**src/tcw_pkg.sv**
```systemverilog
// Shared constants and carrier types of the 8-bit compare waveform timer
package tcw_pkg;
    localparam int          CNT_W      = 8;
    localparam logic [7:0]  CNT_MAX    = 8'hFF;
    localparam logic [7:0]  CNT_BOTTOM = 8'h00;
    localparam logic [7:0]  CNT_RST    = 8'h00;
    localparam logic [7:0]  CMP_RST    = 8'h00;
    localparam logic        OC_RST     = 1'b0;
    // Waveform generation modes
    localparam logic [1:0]  WGM_NORMAL = 2'h0;
    localparam logic [1:0]  WGM_PHASE  = 2'h1;
    localparam logic [1:0]  WGM_CLR    = 2'h2;
    localparam logic [1:0]  WGM_FAST   = 2'h3;
    // Compare output modes
    localparam logic [1:0]  COM_OFF    = 2'h0;
    localparam logic [1:0]  COM_TOGGLE = 2'h1;
    localparam logic [1:0]  COM_CLEAR  = 2'h2;
    localparam logic [1:0]  COM_SET    = 2'h3;

    typedef struct packed {
        logic [1:0] waveform_gen_mode;
        logic [1:0] compare_output_mode;
    } tcw_ctrl_t;

    typedef struct packed {
        logic       valid;
        logic [7:0] data;
    } tcw_wr_t;

    typedef struct packed {
        logic [7:0] counter_value;
        logic [7:0] compare_value;
        logic [7:0] compare_buffer;
        logic       compare_output_bit;
        logic       overflow_flag;
        logic       compare_flag;
        logic       match_blocked;
        logic       pin_o;
        logic       pin_oe;
    } tcw_state_t;
endpackage

```
**src/tcw_timer.sv**
```systemverilog
// Compare match output unit and counter of the 8-bit waveform timer
module tcw_timer (
    // Clock and reset
    input  wire logic              clk,
    input  wire logic              nrst,
    // Prescaled timer clock enable
    input  wire logic              timer_tick,
    // Control fields
    input  wire tcw_pkg::tcw_ctrl_t ctrl,
    input  wire logic              force_compare_strobe,
    input  wire tcw_pkg::tcw_wr_t  counter_wr,
    input  wire tcw_pkg::tcw_wr_t  compare_wr,
    input  wire logic              overflow_clr,
    input  wire logic              compare_clr,
    // Port pin
    input  wire logic              port_out_bit,
    input  wire logic              pin_direction_bit,
    output logic                   pin_o,
    output logic                   pin_oe,
    // Status
    output logic [7:0]             counter_value,
    output logic [7:0]             compare_value,
    output logic                   compare_output_bit,
    output logic                   overflow_flag,
    output logic                   compare_flag
);

    tcw_pkg::tcw_state_t s_q;
    tcw_pkg::tcw_state_t s_d;

    logic [1:0] wgm;
    logic [1:0] com;
    logic       fast_pwm;
    logic       at_max;
    logic       match;

    // Match action on the compare bit, used in normal, clear-on-match and fast PWM modes and by forced compare
    function automatic logic match_action(input logic [1:0] mode,
                                          input logic       oc);
        case (mode)
            tcw_pkg::COM_TOGGLE: match_action = ~oc;
            tcw_pkg::COM_CLEAR:  match_action = 1'b0;
            tcw_pkg::COM_SET:    match_action = 1'b1;
            default:             match_action = oc;
        endcase
    endfunction

    assign wgm      = ctrl.waveform_gen_mode;
    assign com      = ctrl.compare_output_mode;
    assign fast_pwm = (wgm == tcw_pkg::WGM_FAST);
    assign at_max   = (s_q.counter_value == tcw_pkg::CNT_MAX);
    // A counter write blanks the comparator for one timer clock
    assign match    = (s_q.counter_value == s_q.compare_value) &&
                      !s_q.match_blocked;

    always_comb begin
        s_d = s_q;
        // Compare value writes: buffered in fast PWM, direct otherwise
        if (compare_wr.valid) begin
            s_d.compare_buffer = compare_wr.data;
            if (!fast_pwm) begin
                s_d.compare_value = compare_wr.data;
            end
        end
        if (timer_tick) begin
            s_d.match_blocked = 1'b0;
            if (match) begin
                s_d.compare_flag = 1'b1;
            end
            case (wgm)
                tcw_pkg::WGM_NORMAL: begin
                    s_d.counter_value = s_q.counter_value + 8'h01;
                    if (at_max) begin
                        s_d.overflow_flag = 1'b1;
                    end
                    if (match) begin
                        s_d.compare_output_bit =
                            match_action(com, s_q.compare_output_bit);
                    end
                end
                tcw_pkg::WGM_CLR: begin
                    if (match) begin
                        s_d.counter_value = tcw_pkg::CNT_BOTTOM;
                        s_d.compare_output_bit =
                            match_action(com, s_q.compare_output_bit);
                    end else begin
                        s_d.counter_value = s_q.counter_value + 8'h01;
                    end
                    if (at_max) begin
                        s_d.overflow_flag = 1'b1;
                    end
                end
                tcw_pkg::WGM_FAST: begin
                    // Wraps every 256 ticks; bottom action beats match
                    s_d.counter_value = s_q.counter_value + 8'h01;
                    if (match) begin
                        s_d.compare_output_bit =
                            match_action(com, s_q.compare_output_bit);
                    end
                    if (at_max) begin
                        s_d.overflow_flag = 1'b1;
                        s_d.compare_value = s_q.compare_buffer;
                        if (com == tcw_pkg::COM_CLEAR) begin
                            s_d.compare_output_bit = 1'b1;
                        end else if (com == tcw_pkg::COM_SET) begin
                            s_d.compare_output_bit = 1'b0;
                        end
                    end
                end
                default: begin
                    // Phase correct mode is not built here; count holds
                    s_d.counter_value = s_q.counter_value;
                end
            endcase
        end
        // Forced compare: bit only, no flag, no counter effect
        if (force_compare_strobe && !fast_pwm &&
            (wgm != tcw_pkg::WGM_PHASE)) begin
            s_d.compare_output_bit =
                match_action(com, s_q.compare_output_bit);
        end
        // Software counter write overrides counting
        if (counter_wr.valid) begin
            s_d.counter_value = counter_wr.data;
            s_d.match_blocked = 1'b1;
        end
        // Hardware set wins over a same-cycle clear
        if (overflow_clr && !(timer_tick && s_d.overflow_flag &&
                              !s_q.overflow_flag)) begin
            s_d.overflow_flag = 1'b0;
        end
        if (overflow_clr && timer_tick && at_max &&
            (wgm != tcw_pkg::WGM_PHASE)) begin
            s_d.overflow_flag = 1'b1;
        end
        if (compare_clr && !(timer_tick && match)) begin
            s_d.compare_flag = 1'b0;
        end
        // Port override decided by output mode alone
        s_d.pin_o  = (com != tcw_pkg::COM_OFF) ?
                     s_d.compare_output_bit : port_out_bit;
        s_d.pin_oe = pin_direction_bit;
    end

    always_ff @(posedge clk) begin
        if (!nrst) begin
            s_q.counter_value      <= tcw_pkg::CNT_RST;
            s_q.compare_value      <= tcw_pkg::CMP_RST;
            s_q.compare_buffer     <= tcw_pkg::CMP_RST;
            s_q.compare_output_bit <= tcw_pkg::OC_RST;
            s_q.overflow_flag      <= 1'b0;
            s_q.compare_flag       <= 1'b0;
            s_q.match_blocked      <= 1'b0;
            s_q.pin_o              <= 1'b0;
            s_q.pin_oe             <= 1'b0;
        end else begin
            s_q <= s_d;
        end
    end

    assign pin_o              = s_q.pin_o;
    assign pin_oe             = s_q.pin_oe;
    assign counter_value      = s_q.counter_value;
    assign compare_value      = s_q.compare_value;
    assign compare_output_bit = s_q.compare_output_bit;
    assign overflow_flag      = s_q.overflow_flag;
    assign compare_flag       = s_q.compare_flag;

    property p_pin_override;
        @(posedge clk) disable iff (!nrst)
        (ctrl.compare_output_mode != tcw_pkg::COM_OFF)
            |=> (pin_o == compare_output_bit);
    endproperty
    a_pin_override: assert property (p_pin_override)
        else $error("pin does not follow compare bit");

    property p_pin_dir;
        @(posedge clk) disable iff (!nrst)
        1'b1 |=> (pin_oe == $past(pin_direction_bit));
    endproperty
    a_pin_dir: assert property (p_pin_dir)
        else $error("pin enable does not follow direction bit");

    property p_com_off_holds;
        @(posedge clk) disable iff (!nrst)
        (com == tcw_pkg::COM_OFF) |=>
            (compare_output_bit == $past(compare_output_bit));
    endproperty
    a_com_off_holds: assert property (p_com_off_holds)
        else $error("compare bit changed with output mode off");

    property p_normal_wrap;
        @(posedge clk) disable iff (!nrst)
        (timer_tick && !counter_wr.valid && wgm == tcw_pkg::WGM_NORMAL
         && at_max) |=> (counter_value == 8'h00) && overflow_flag;
    endproperty
    a_normal_wrap: assert property (p_normal_wrap)
        else $error("normal mode wrap or overflow missing");

    property p_clr_match_clear;
        @(posedge clk) disable iff (!nrst)
        (timer_tick && !counter_wr.valid && wgm == tcw_pkg::WGM_CLR
         && match) |=> (counter_value == 8'h00) && compare_flag;
    endproperty
    a_clr_match_clear: assert property (p_clr_match_clear)
        else $error("clear-on-match did not clear counter");

    property p_write_blocks;
        @(posedge clk) disable iff (!nrst)
        (counter_wr.valid && !compare_clr) ##1
            (timer_tick && !compare_flag && !compare_clr)
            |=> !compare_flag;
    endproperty
    a_write_blocks: assert property (p_write_blocks)
        else $error("match not blocked after counter write");

    property p_no_tick_hold;
        @(posedge clk) disable iff (!nrst)
        (!timer_tick && !counter_wr.valid)
            |=> $stable(counter_value);
    endproperty
    a_no_tick_hold: assert property (p_no_tick_hold)
        else $error("counter moved without timer tick");

    property p_fast_bottom;
        @(posedge clk) disable iff (!nrst)
        (timer_tick && fast_pwm && at_max && com == tcw_pkg::COM_CLEAR
         && !force_compare_strobe) |=> compare_output_bit;
    endproperty
    a_fast_bottom: assert property (p_fast_bottom)
        else $error("fast PWM bottom did not set output");

    property p_buffered;
        @(posedge clk) disable iff (!nrst)
        (fast_pwm && !(timer_tick && at_max)) |=> $stable(compare_value);
    endproperty
    a_buffered: assert property (p_buffered)
        else $error("compare value changed outside top in PWM");

    property p_force_no_flag;
        @(posedge clk) disable iff (!nrst)
        (force_compare_strobe && !timer_tick && !compare_flag)
            |=> !compare_flag;
    endproperty
    a_force_no_flag: assert property (p_force_no_flag)
        else $error("forced compare set the compare flag");

endmodule

```
**config.mk**
```make
export PLATFORM = sky130hd
export DESIGN_NAME = tcw_timer
export DESIGN_NICKNAME = d
export VERILOG_FILES = /design/src/tcw_pkg.sv /design/src/tcw_timer.sv
export SDC_FILE = /design/constraint.sdc
export NUM_CORES = 1
export LEC_CHECK = 0
export ABC_AREA = 1
export BUFFER_PORTS_ARGS = -buffer_cell sky130_fd_sc_hd__buf_4
export CAP_MARGIN = 0
export CELL_PAD_IN_SITES_DETAIL_PLACEMENT = 0
export CELL_PAD_IN_SITES_GLOBAL_PLACEMENT = 2
export CORE_ASPECT_RATIO = 0.8
export CORE_MARGIN = 2
export CORE_UTILIZATION = 27
export CTS_CLUSTER_SIZE = 25
export DETAILED_ROUTE_END_ITERATION = 12
export MAX_ROUTING_LAYER = met4
export PLACE_DENSITY_LB_ADDON = 0.1
export SYNTH_ARGS = -nofsm -noshare
export SYNTH_HDL_FRONTEND = slang
export SYNTH_SLANG_ARGS = --single-unit
```
**constraint.sdc**
```tcl
create_clock -name clk -period 2.3 [get_ports clk]
set_clock_uncertainty 0.1 [all_clocks]
set_input_delay 0.46 -clock clk [delete_from_list [all_inputs] [get_ports clk]]
set_output_delay 0.46 -clock clk [all_outputs]
set_load 0.01 [all_outputs]
```
==> results.yml, run 1 <==
run_status:
  status: "complete, no violations"
grt:
  grt_usage_pct: 14.21
  grt_remaining_overflow: 0
  antenna_found_initial: 0
  grt_max_degree: 24
  grt_pass1_wl_um: 8328
  grt_pass1_vias: 1660
logic_synthesis:
  seq_area_frac_synth_pct: 32.26
  synth_compound_area_share_pct: 19.96
  yosys.area_share.simple_pct: 23.86
  synth_seq_cells: 30
  syn_inst: 285
  synthXorXnorAreaFrac_pct: 1.411
  synth.area.mux_share_pct: 0
  synthAdderAreaFrac_pct: 3.360
  syn_area_per_cell_um2: 6.533
  syn-cell-area_um2: 1862
  syn_nets: 320
  synth_top_family_by_area: "simple AND/OR/NAND/NOR gates"
  yosysUniqueCellTypes: 27
  ys.warnings.count: 0
sta:
  final_hold_viol_count: 0
  setup_tns_ps: 0
  layout_setup_ws_ps: 322.8
  max_slew_margin_pct: 71.89
  finalCriticalPeriod_ps: 1977
  setup_viol: 0
  whs_ps: 257.8
  tightest_slew_ps: 420.6
  slew_viol_final: 0
  fin_crit_sh_pct: 85.96
  rsz0062_at_grt: "no"
  fmax_mhz: 505.8
final_layout:
  postLayoutCellArea_um2: 2302
  nFillCells: 759
  area_delta_synth_final_pct: 23.66
  final_cell_mix: "nand2_1, inv_1, buf_4"
  drive_above_1_share_pct: 21.67
  diodes: 0
  final_common_cell: "nand2_1"
  nets: 357
  regArea_um2: 600.6
  multi_input_area_um2: 904.6
setup_path:
  arrival_ps: 2070
  required_ps: 2390
  cp-end-kind: "flop"
  reg2regPathDepth: 14
  worst-setup-path-type: "reg2reg"
  start_kind: "flop"
  worstPathMaxFanout: 6
clock_tree:
  cts_buffers: 5
  cts_sinks: 30
  cts_setup_buffers: 0
  h-tree-depth: 2
  insertion_delay_ps: 280
  postCtsHoldBufs: 0
  root_buffer: "clkbuf_8"
  path_clk_slew_ps: 80
  clock_tree.buffer_depth: 2
  cts_resized: 0
  cts_tree: "yes"
power:
  power.leakage_nw: 1.147
  p_per_area_nw_per_um2: 574.1
  irDropWorstVdd_uv: 224.4
  finalPower_mw: 1.322
detailed_routing:
  vias_per_cell: 4.310
  ant_nets: 0
  wl_um: 5021
  drt_first_pass_iters: 5
  vias: 1767
  drc: 0
  routedWlPerCell_um: 12.25
  drtIter0Drc: 55
place:
  dp_hpwl_um: 3935
  dpl_worst_slack_ps: 260.7
  gp_congestion: 0.7758
  dpl_cell_area_um2: 2211
  portBuffers: 50
floorplan:
  dieArea_um2: 7580
  initial_utilization_pct: 27.42
  io_pins: 51
  die_w_um: 96.84
  chipHeight_um: 78.27
  num_rows: 27
  core_area_um2: 6790
worst_hold_path:
  hold_path.class: "in2reg"
  hold_path_depth: 3
run:
  maxCapViolCount: 0
==> worst max-delay path, cell delays in order, from the launching register on <==
cell and delay (ps):
dfxtp_1 460, ha_1 230, nand2_2 60, inv_2 70, nand2_2 60, nor2_4 130
nand3_4 100, nor2_1 200, a31oi_1 110, nand2_1 70, nand2_1 50, nand2_1 80
nand3_1 70, nand2_1 60, inv_1 30
==> through the flow <==
stage	utilization (%)	std cells
final	33.90	410
after floorplan	-	285
after detailed placement	32.56	402
after CTS	33.90	410
after global routing	33.90	410
after global placement	32.56	402
==> cell type report <==
type                    count  area share, %
clock buffers               7          3.750
clock inverters             1         0.2174
inverters                  55          8.967
multi-input cells         178          39.29
well taps                  87          4.728
flip-flops and latches     30          26.09
repair buffers             52          16.96
==> power by group <==
part	total, mW	switching (mW)	internal (mW)
Combinational	0.276	0.154	0.122
Clock	0.457	0.216	0.242
Sequential	0.589	0.0350	0.554
Total	1.32	0.404	0.918
==> flip-flops by register name, indices dropped and copies added (netlist names) <==
signal,flops
compare_output_bit,1
overflow_flag,1
compare_flag,1
s_q,9
counter_value,8
pin_o,1
pin_oe,1
compare_value,8
==> metal layers <==
layer  global-route usage [%]  part of all wire, %
met5                        -                    0
met4                    4.366                 0.88
met3                    3.206                  3.6
met2                    19.79                   41
met1                    20.31                   54
==> path summary, 6_finish.rpt <==
kind	startpoint	end	slack, ps
max	counter_value[1]$_SDFFE_PN0P_	pin_o$_SDFF_PN0_	320
min	pin_direction_bit	pin_oe$_SDFF_PN0_	260
max reg2reg	counter_value[1]$_SDFFE_PN0P_	pin_o$_SDFF_PN0_	320
min reg2reg	s_q[9]$_SDFFE_PN0P_	compare_value[3]$_SDFF_PN0_	340
==> cells in the mapped netlist <==
cell / instances / share of area, %
buf_6: 1 / 0.60
a31oi_1: 4 / 1.3
o22ai_1: 1 / 0.34
nor2_1: 17 / 3.4
clkbuf_1: 4 / 0.81
nand4_1: 1 / 0.34
nand3_1: 10 / 2.7
nand2_1: 64 / 13
o21ai_2: 2 / 0.94
ha_1: 5 / 3.4
nor4_4: 1 / 1.1
inv_2: 1 / 0.20
dfxtp_1: 30 / 32
nand3_4: 1 / 0.94
nand2_2: 2 / 0.67
or2_2: 1 / 0.34
nor3_1: 3 / 0.81
nor2_4: 1 / 0.60
buf_4: 16 / 6.5
xor2_1: 3 / 1.4
a21oi_2: 2 / 0.94
a21oi_1: 27 / 7.3
buf_1: 1 / 0.20
inv_1: 54 / 11
a22oi_1: 1 / 0.40
o21ai_0: 31 / 8.3
a211oi_1: 1 / 0.40
==> cells by family (layout without fill, tap and decap cells) <==
logic type / after synthesis / count (layout)
AO/OA/AOI/OAI: 69 / 69
XOR/XNOR: 3 / 3
buffers and inverters: 77 / 115
adder cells (fa/ha/maj): 5 / 5
flip-flops: 30 / 30
AND/OR/NAND/NOR: 101 / 101
No activity file was read; power rests on OpenSTA's default activity.
==> inputs of run 2 (changes only) <==
- clock period: 2.3 -> 2.15 ns (I/O delays scaled with it)
==> run 2 against run 1 <==
  * Routed wire length up 2.8%
  * Design area up 0.98%
  * Clock power up 6.8%
  * Via count up 0.17%
  * Largest cell class unchanged
  * Largest power group unchanged
  * Sequential power up 6.5%
  * Count of clock-buffer cells in the layout unchanged
  * Critical path depth unchanged
  * Total power up 7.4%
  * Register-to-register slack worse by 97 ps
  * Core utilization up 0.33 points
  * Sequential share of layout area down 0.25 points
  * First-iteration DRC count up 9.1%
==> results.yml, run 2 (synthesis gave the netlist of run 1 again) <==
final_layout:
  final_common_cell: "nand2_1"
  reg.largest.list: "s_q x9, compare_value x8, counter_value x8"
  diodes: 0
  final_cell_mix: "nand2_1, buf_4, inv_1"
  area_delta_synth_final_pct: 24.87
  top_register: "s_q"
  nets: 360
  drive_above_1_share_pct: 22.39
  final_util_pct: 34.24
  postLayoutCellArea_um2: 2325
  largest_reg_flops: 9
  fin_cells: 413
floorplan:
  num_rows: 27
  dieArea_um2: 7580
  initial_utilization_pct: 27.42
  chipHeight_um: 78.27
  core_area_um2: 6790
  io_pins: 51
  die_w_um: 96.84
detailed_routing:
  routedWlPerCell_um: 12.50
  vias: 1770
  drc: 0
  drt_first_pass_iters: 4
  ant_nets: 0
  wl_um: 5162
  vias_per_cell: 4.286
  drtIter0Drc: 60
power:
  finalPower_mw: 1.420
  power.leakage_nw: 1.162
  irDropWorstVdd_uv: 202.9
  p_per_area_nw_per_um2: 610.9
clock_tree:
  clock_tree.buffer_depth: 2
  insertion_delay_ps: 290
  root_buffer: "clkbuf_8"
  postCtsHoldBufs: 0
  h-tree-depth: 2
  cts_buffers: 5
  cts_resized: 0
  cts_tree: "yes"
  cts_sinks: 30
  path_clk_slew_ps: 70
  cts_setup_buffers: 0
setup_path:
  worstPathMaxFanout: 6
  slowest_stage: "dfxtp_1"
  cp_slowest_stage_delay_ps: 420
  cp_common_cell: "nand2_1"
  cp-end-kind: "flop"
  arrival_ps: 2010
  worst-setup-path-type: "reg2reg"
  start_kind: "flop"
  required_ps: 2240
  cp_cell_sequence: "ha_1, nand2_2, inv_2, nand2_2, nor2_4, nand3_4, nor2_1, a31oi_1, nand2_1, nand2_1, nand2_1, nand3_1, nand2_1, inv_1"
place:
  dp.cells: 405
  gp_congestion: 0.7563
  dpl_worst_slack_ps: 245.6
  dp_hpwl_um: 4030
  dpl_cell_area_um2: 2233
  portBuffers: 50
sta:
  setup_viol: 0
  finalCriticalPeriod_ps: 1924
  final_hold_viol_count: 0
  layout_setup_ws_ps: 226.0
  whs_ps: 217.1
  max_slew_margin_pct: 67.87
  setup_tns_ps: 0
  slew_viol_final: 0
  tightest_slew_ps: 480.8
  rsz0062_at_grt: "no"
  fin_crit_sh_pct: 89.49
  fmax_mhz: 519.7
grt:
  grt_pass1_vias: 1645
  met2_usage_pct: 20.83
  antenna_found_initial: 0
  grt_util_met1_pct: 20.17
  grt_util_met3_pct: 3.473
  grt_remaining_overflow: 0
  grt_usage_pct: 14.54
  grt_max_degree: 24
  grt_pass1_wl_um: 8328
  grt_busiest_layer: "met2"
run_status:
  status: "complete, no violations"
run:
  maxCapViolCount: 0
worst_hold_path:
  hold_path.class: "in2reg"
==> run 2: cell types whose count changed in the layout (fill, tap and decap cells not counted), sizes merged <==
cell,change
buf,+3
==> run 2: area by class of cell <==
class	count	area, um2
sequential	30	600.6
multi-input combinational	178	904.6
fill	777	4466
timing repair buffer	55	412.9
clock inverter	1	5.005
inverter	55	206.4
tap	87	108.9
clock buffer	7	86.33
==> run 2: path summary, 6_finish.rpt <==
path / start / end / slack (ps) / cells past startpoint
worst max-delay path: counter_value[0]$_SDFFE_PN0P_ / pin_o$_SDFF_PN0_ / 230 / 14
worst min-delay path: pin_direction_bit / pin_oe$_SDFF_PN0_ / 220 / 3
worst max register to register: counter_value[0]$_SDFFE_PN0P_ / pin_o$_SDFF_PN0_ / 230 / 14
worst min register to register: s_q[11]$_SDFFE_PN0P_ / compare_value[5]$_SDFF_PN0_ / 340 / 2
==> run 2: power breakdown <==
part | switching, mW | total, mW | internal, mW
Clock | 0.230 | 0.488 | 0.258
Sequential | 0.0342 | 0.627 | 0.592
Combinational | 0.170 | 0.306 | 0.136
==> run 2: routing by layer <==
layer / vias to the layer above / wire, um / part of all wire, %
met5: - / 0 / 0
met3: 4 / 192 / 3.7
met4: 0 / 51 / 0.99
met1: 776 / 2706 / 52
met2: 29 / 2212 / 43
li1: 961 / - / -
==> run 2: critical path: cells and delay by family, from the launching register on <==
family	cells	cell delay (ps)
AOI/OAI and AO/OA	1	110
adders and majority gates	1	220
buffers and inverters	2	100
DFF	1	420
and+or+nand+nor	10	880
==> inputs of run 3 (changes only) <==
==> constraint.sdc (replaced) <==
create_clock -name clk -period 2.15 [get_ports clk]
set_clock_uncertainty 0.1 [all_clocks]
set_input_delay 0.1075 -clock clk [delete_from_list [all_inputs] [get_ports clk]]
set_output_delay 0.1075 -clock clk [all_outputs]
set_load 0.01 [all_outputs]
==> run 3 against run 2 <==
  * Cell count grew 1.7%
  * Die area is the same
  * Combinational power grew 4%
  * Core utilization grew 1.1 points
  * Routed wire length grew 2.1%
  * Setup slack gained 3.5 ps
  * First-iteration DRC count grew 17%
  * Sequential share of layout area shrank 0.78 points
  * Flip-flop and latch count is the same
  * Clock power shrank 3%
  * Count of clock-buffer cells in the layout is the same
  * Largest cell class unchanged
  * Highest routed layer unchanged
==> results.yml, run 3 (synthesis gave the netlist of run 1 again) <==
place:
  dp_hpwl_um: 4061
  dpl_cell_area_um2: 2226
  portBuffers: 50
  dp.cells: 404
  gp_congestion: 0.7591
floorplan:
  core_area_um2: 6790
  dieArea_um2: 7580
  num_rows: 27
  initial_utilization_pct: 27.42
  chipHeight_um: 78.27
  die_w_um: 96.84
  io_pins: 51
sta:
  tightest_slew_ps: 489.1
  max_slew_margin_pct: 67.31
  final_hold_viol_count: 0
  setup_viol: 0
  slew_viol_final: 0
  setup_tns_ps: 0
  fmax_mhz: 520.7
  fin_crit_sh_pct: 89.33
  rsz0062_at_grt: "no"
  whs_ps: 10.01
  finalCriticalPeriod_ps: 1921
clock_tree:
  path_clk_slew_ps: 60
  root_buffer: "clkbuf_8"
  clock_tree.buffer_depth: 2
  h-tree-depth: 2
  cts_resized: 0
  cts_buffers: 5
  insertion_delay_ps: 270
  cts_sinks: 30
  cts_tree: "yes"
power:
  pwr-share-clk_pct: 33.3
  power.leakage_nw: 1.191
  net-switching-power_mw: 0.4201
  p_per_area_nw_per_um2: 590.1
  irDropWorstVdd_uv: 259.6
  combPwrFrac_pct: 22.4
  intPower_mw: 0.9947
  swShare_pct: 29.69
  p_seq_share_pct: 44.3
grt:
  grt_usage_pct: 15.18
  grt_pass1_wl_um: 8894
  grt_remaining_overflow: 0
  grt_pass1_vias: 1784
  grt_max_degree: 24
  antenna_found_initial: 0
setup_path:
  rrSetupSlack_ps: 230
  arrival_ps: 2000
  r2r-end: "pin_o$_SDFF_PN0_"
  required_ps: 2230
  worst-setup-path-type: "reg2reg"
  start_kind: "flop"
  worstPathMaxFanout: 6
  reg2regPathDepth: 14
  cp-end-kind: "flop"
  rr_startpoint: "counter_value[0]$_SDFFE_PN0P_"
final_layout:
  drive_above_1_share_pct: 21.62
  nets: 367
  fin_cells: 420
  postLayoutCellArea_um2: 2397
  largest_reg_flops: 9
  top_register: "s_q"
  multi_input_area_um2: 904.6
  reg.largest.list: "s_q x9, compare_value x8, counter_value x8"
  nFillCells: 774
  final_util_pct: 35.31
  final_common_cell: "nand2_1"
  diodes: 0
  area_delta_synth_final_pct: 28.76
  regArea_um2: 600.6
  final_cell_mix: "nand2_1, inv_1, buf_4"
worst_hold_path:
  hold_path.class: "in2reg"
  hold_path_depth: 3
  min_from: "compare_wr[1]"
  hold_end: "s_q[7]$_SDFFE_PN0P_"
run:
  maxCapViolCount: 0
detailed_routing:
  vias: 1815
  drtIter0Drc: 70
  drc: 0
  ant_nets: 0
  vias_per_cell: 4.321
  wl_um: 5272
  routedWlPerCell_um: 12.55
  drt_first_pass_iters: 4
run_status:
  status: "complete, no violations"
## run 3: changes by cell type in the layout (fill, tap and decap cells not counted), sizes merged
cell	before	now
buf	55	54
dlygate4sd3	0	8
## run 3: cell type report
type	count	area share, %
Clock inverter	1	0.2088
Sequential cell	30	25.05
Timing Repair Buffer	62	20.25
Tap cell	87	4.541
Multi-Input combinational cell	178	37.73
Inverter	55	8.612
Clock buffer	7	3.601
## run 3: worst max-delay path by stage
stage / startpoint / to / slack (ps) / cells past startpoint
after floorplan: counter_value[0]$_SDFFE_PN0P_ / pin_o$_SDFF_PN0_ / 460 / 14
after global placement: counter_value[0]$_SDFFE_PN0P_ / pin_o$_SDFF_PN0_ / 260 / 14
after detailed placement: counter_value[0]$_SDFFE_PN0P_ / pin_o$_SDFF_PN0_ / 210 / 14
after CTS: counter_value[0]$_SDFFE_PN0P_ / pin_o$_SDFF_PN0_ / 200 / 14
after global routing: counter_value[0]$_SDFFE_PN0P_ / pin_o$_SDFF_PN0_ / 10 / 14
final: counter_value[0]$_SDFFE_PN0P_ / pin_o$_SDFF_PN0_ / 230 / 14
## run 3: power by group through the flow
| stage | combinational [mW] | sequential (mW) | clock [mW] |
|---|---|---|---|
| after floorplan | 0.197 | 0.632 | 0 |
| after global placement | 0.313 | 0.640 | 0 |
| after detailed placement | 0.309 | 0.640 | 0 |
| after CTS | 0.322 | 0.628 | 0.492 |
| after global routing | 0.367 | 0.633 | 0.518 |
| final | 0.317 | 0.627 | 0.471 |
## run 3: repair_timing
action                    in CTS  in global routing
hold endpoints to repair       8                  0
buffers inserted               0                  0
hold buffers                   8                  0
## run 3: worst max-delay path: stages, from the launching register on
cell	delay [ps]
dfxtp_1	420
ha_1	210
nand2_2	60
inv_2	70
nand2_2	60
nor2_4	130
nand3_4	100
nor2_1	210
a31oi_1	110
nand2_1	70
nand2_1	50
nand2_1	70
nand3_1	70
nand2_1	60
inv_1	30
## run 3: per-layer routing
layer	routed length [um]	vias to the layer above	GRT usage, %	part of all wire [%]
met5	0	-	-	0
met4	26	0	3.380	0.49
met3	193	2	3.117	3.7
met2	2307	34	22.85	44
met1	2744	807	21.08	52
li1	-	972	-	-
## run 3: per-stage QoR
| step | setup slack, ps | power, mW |
|---|---|---|
| CTS | 203.0 | 1.442 |
| finish | 229.5 | 1.415 |
| global route | 13.36 | 1.518 |
| floorplan | 463.8 | 0.8286 |
| detailed placement | 208.5 | 0.9493 |
| global placement | 256.8 | 0.9526 |
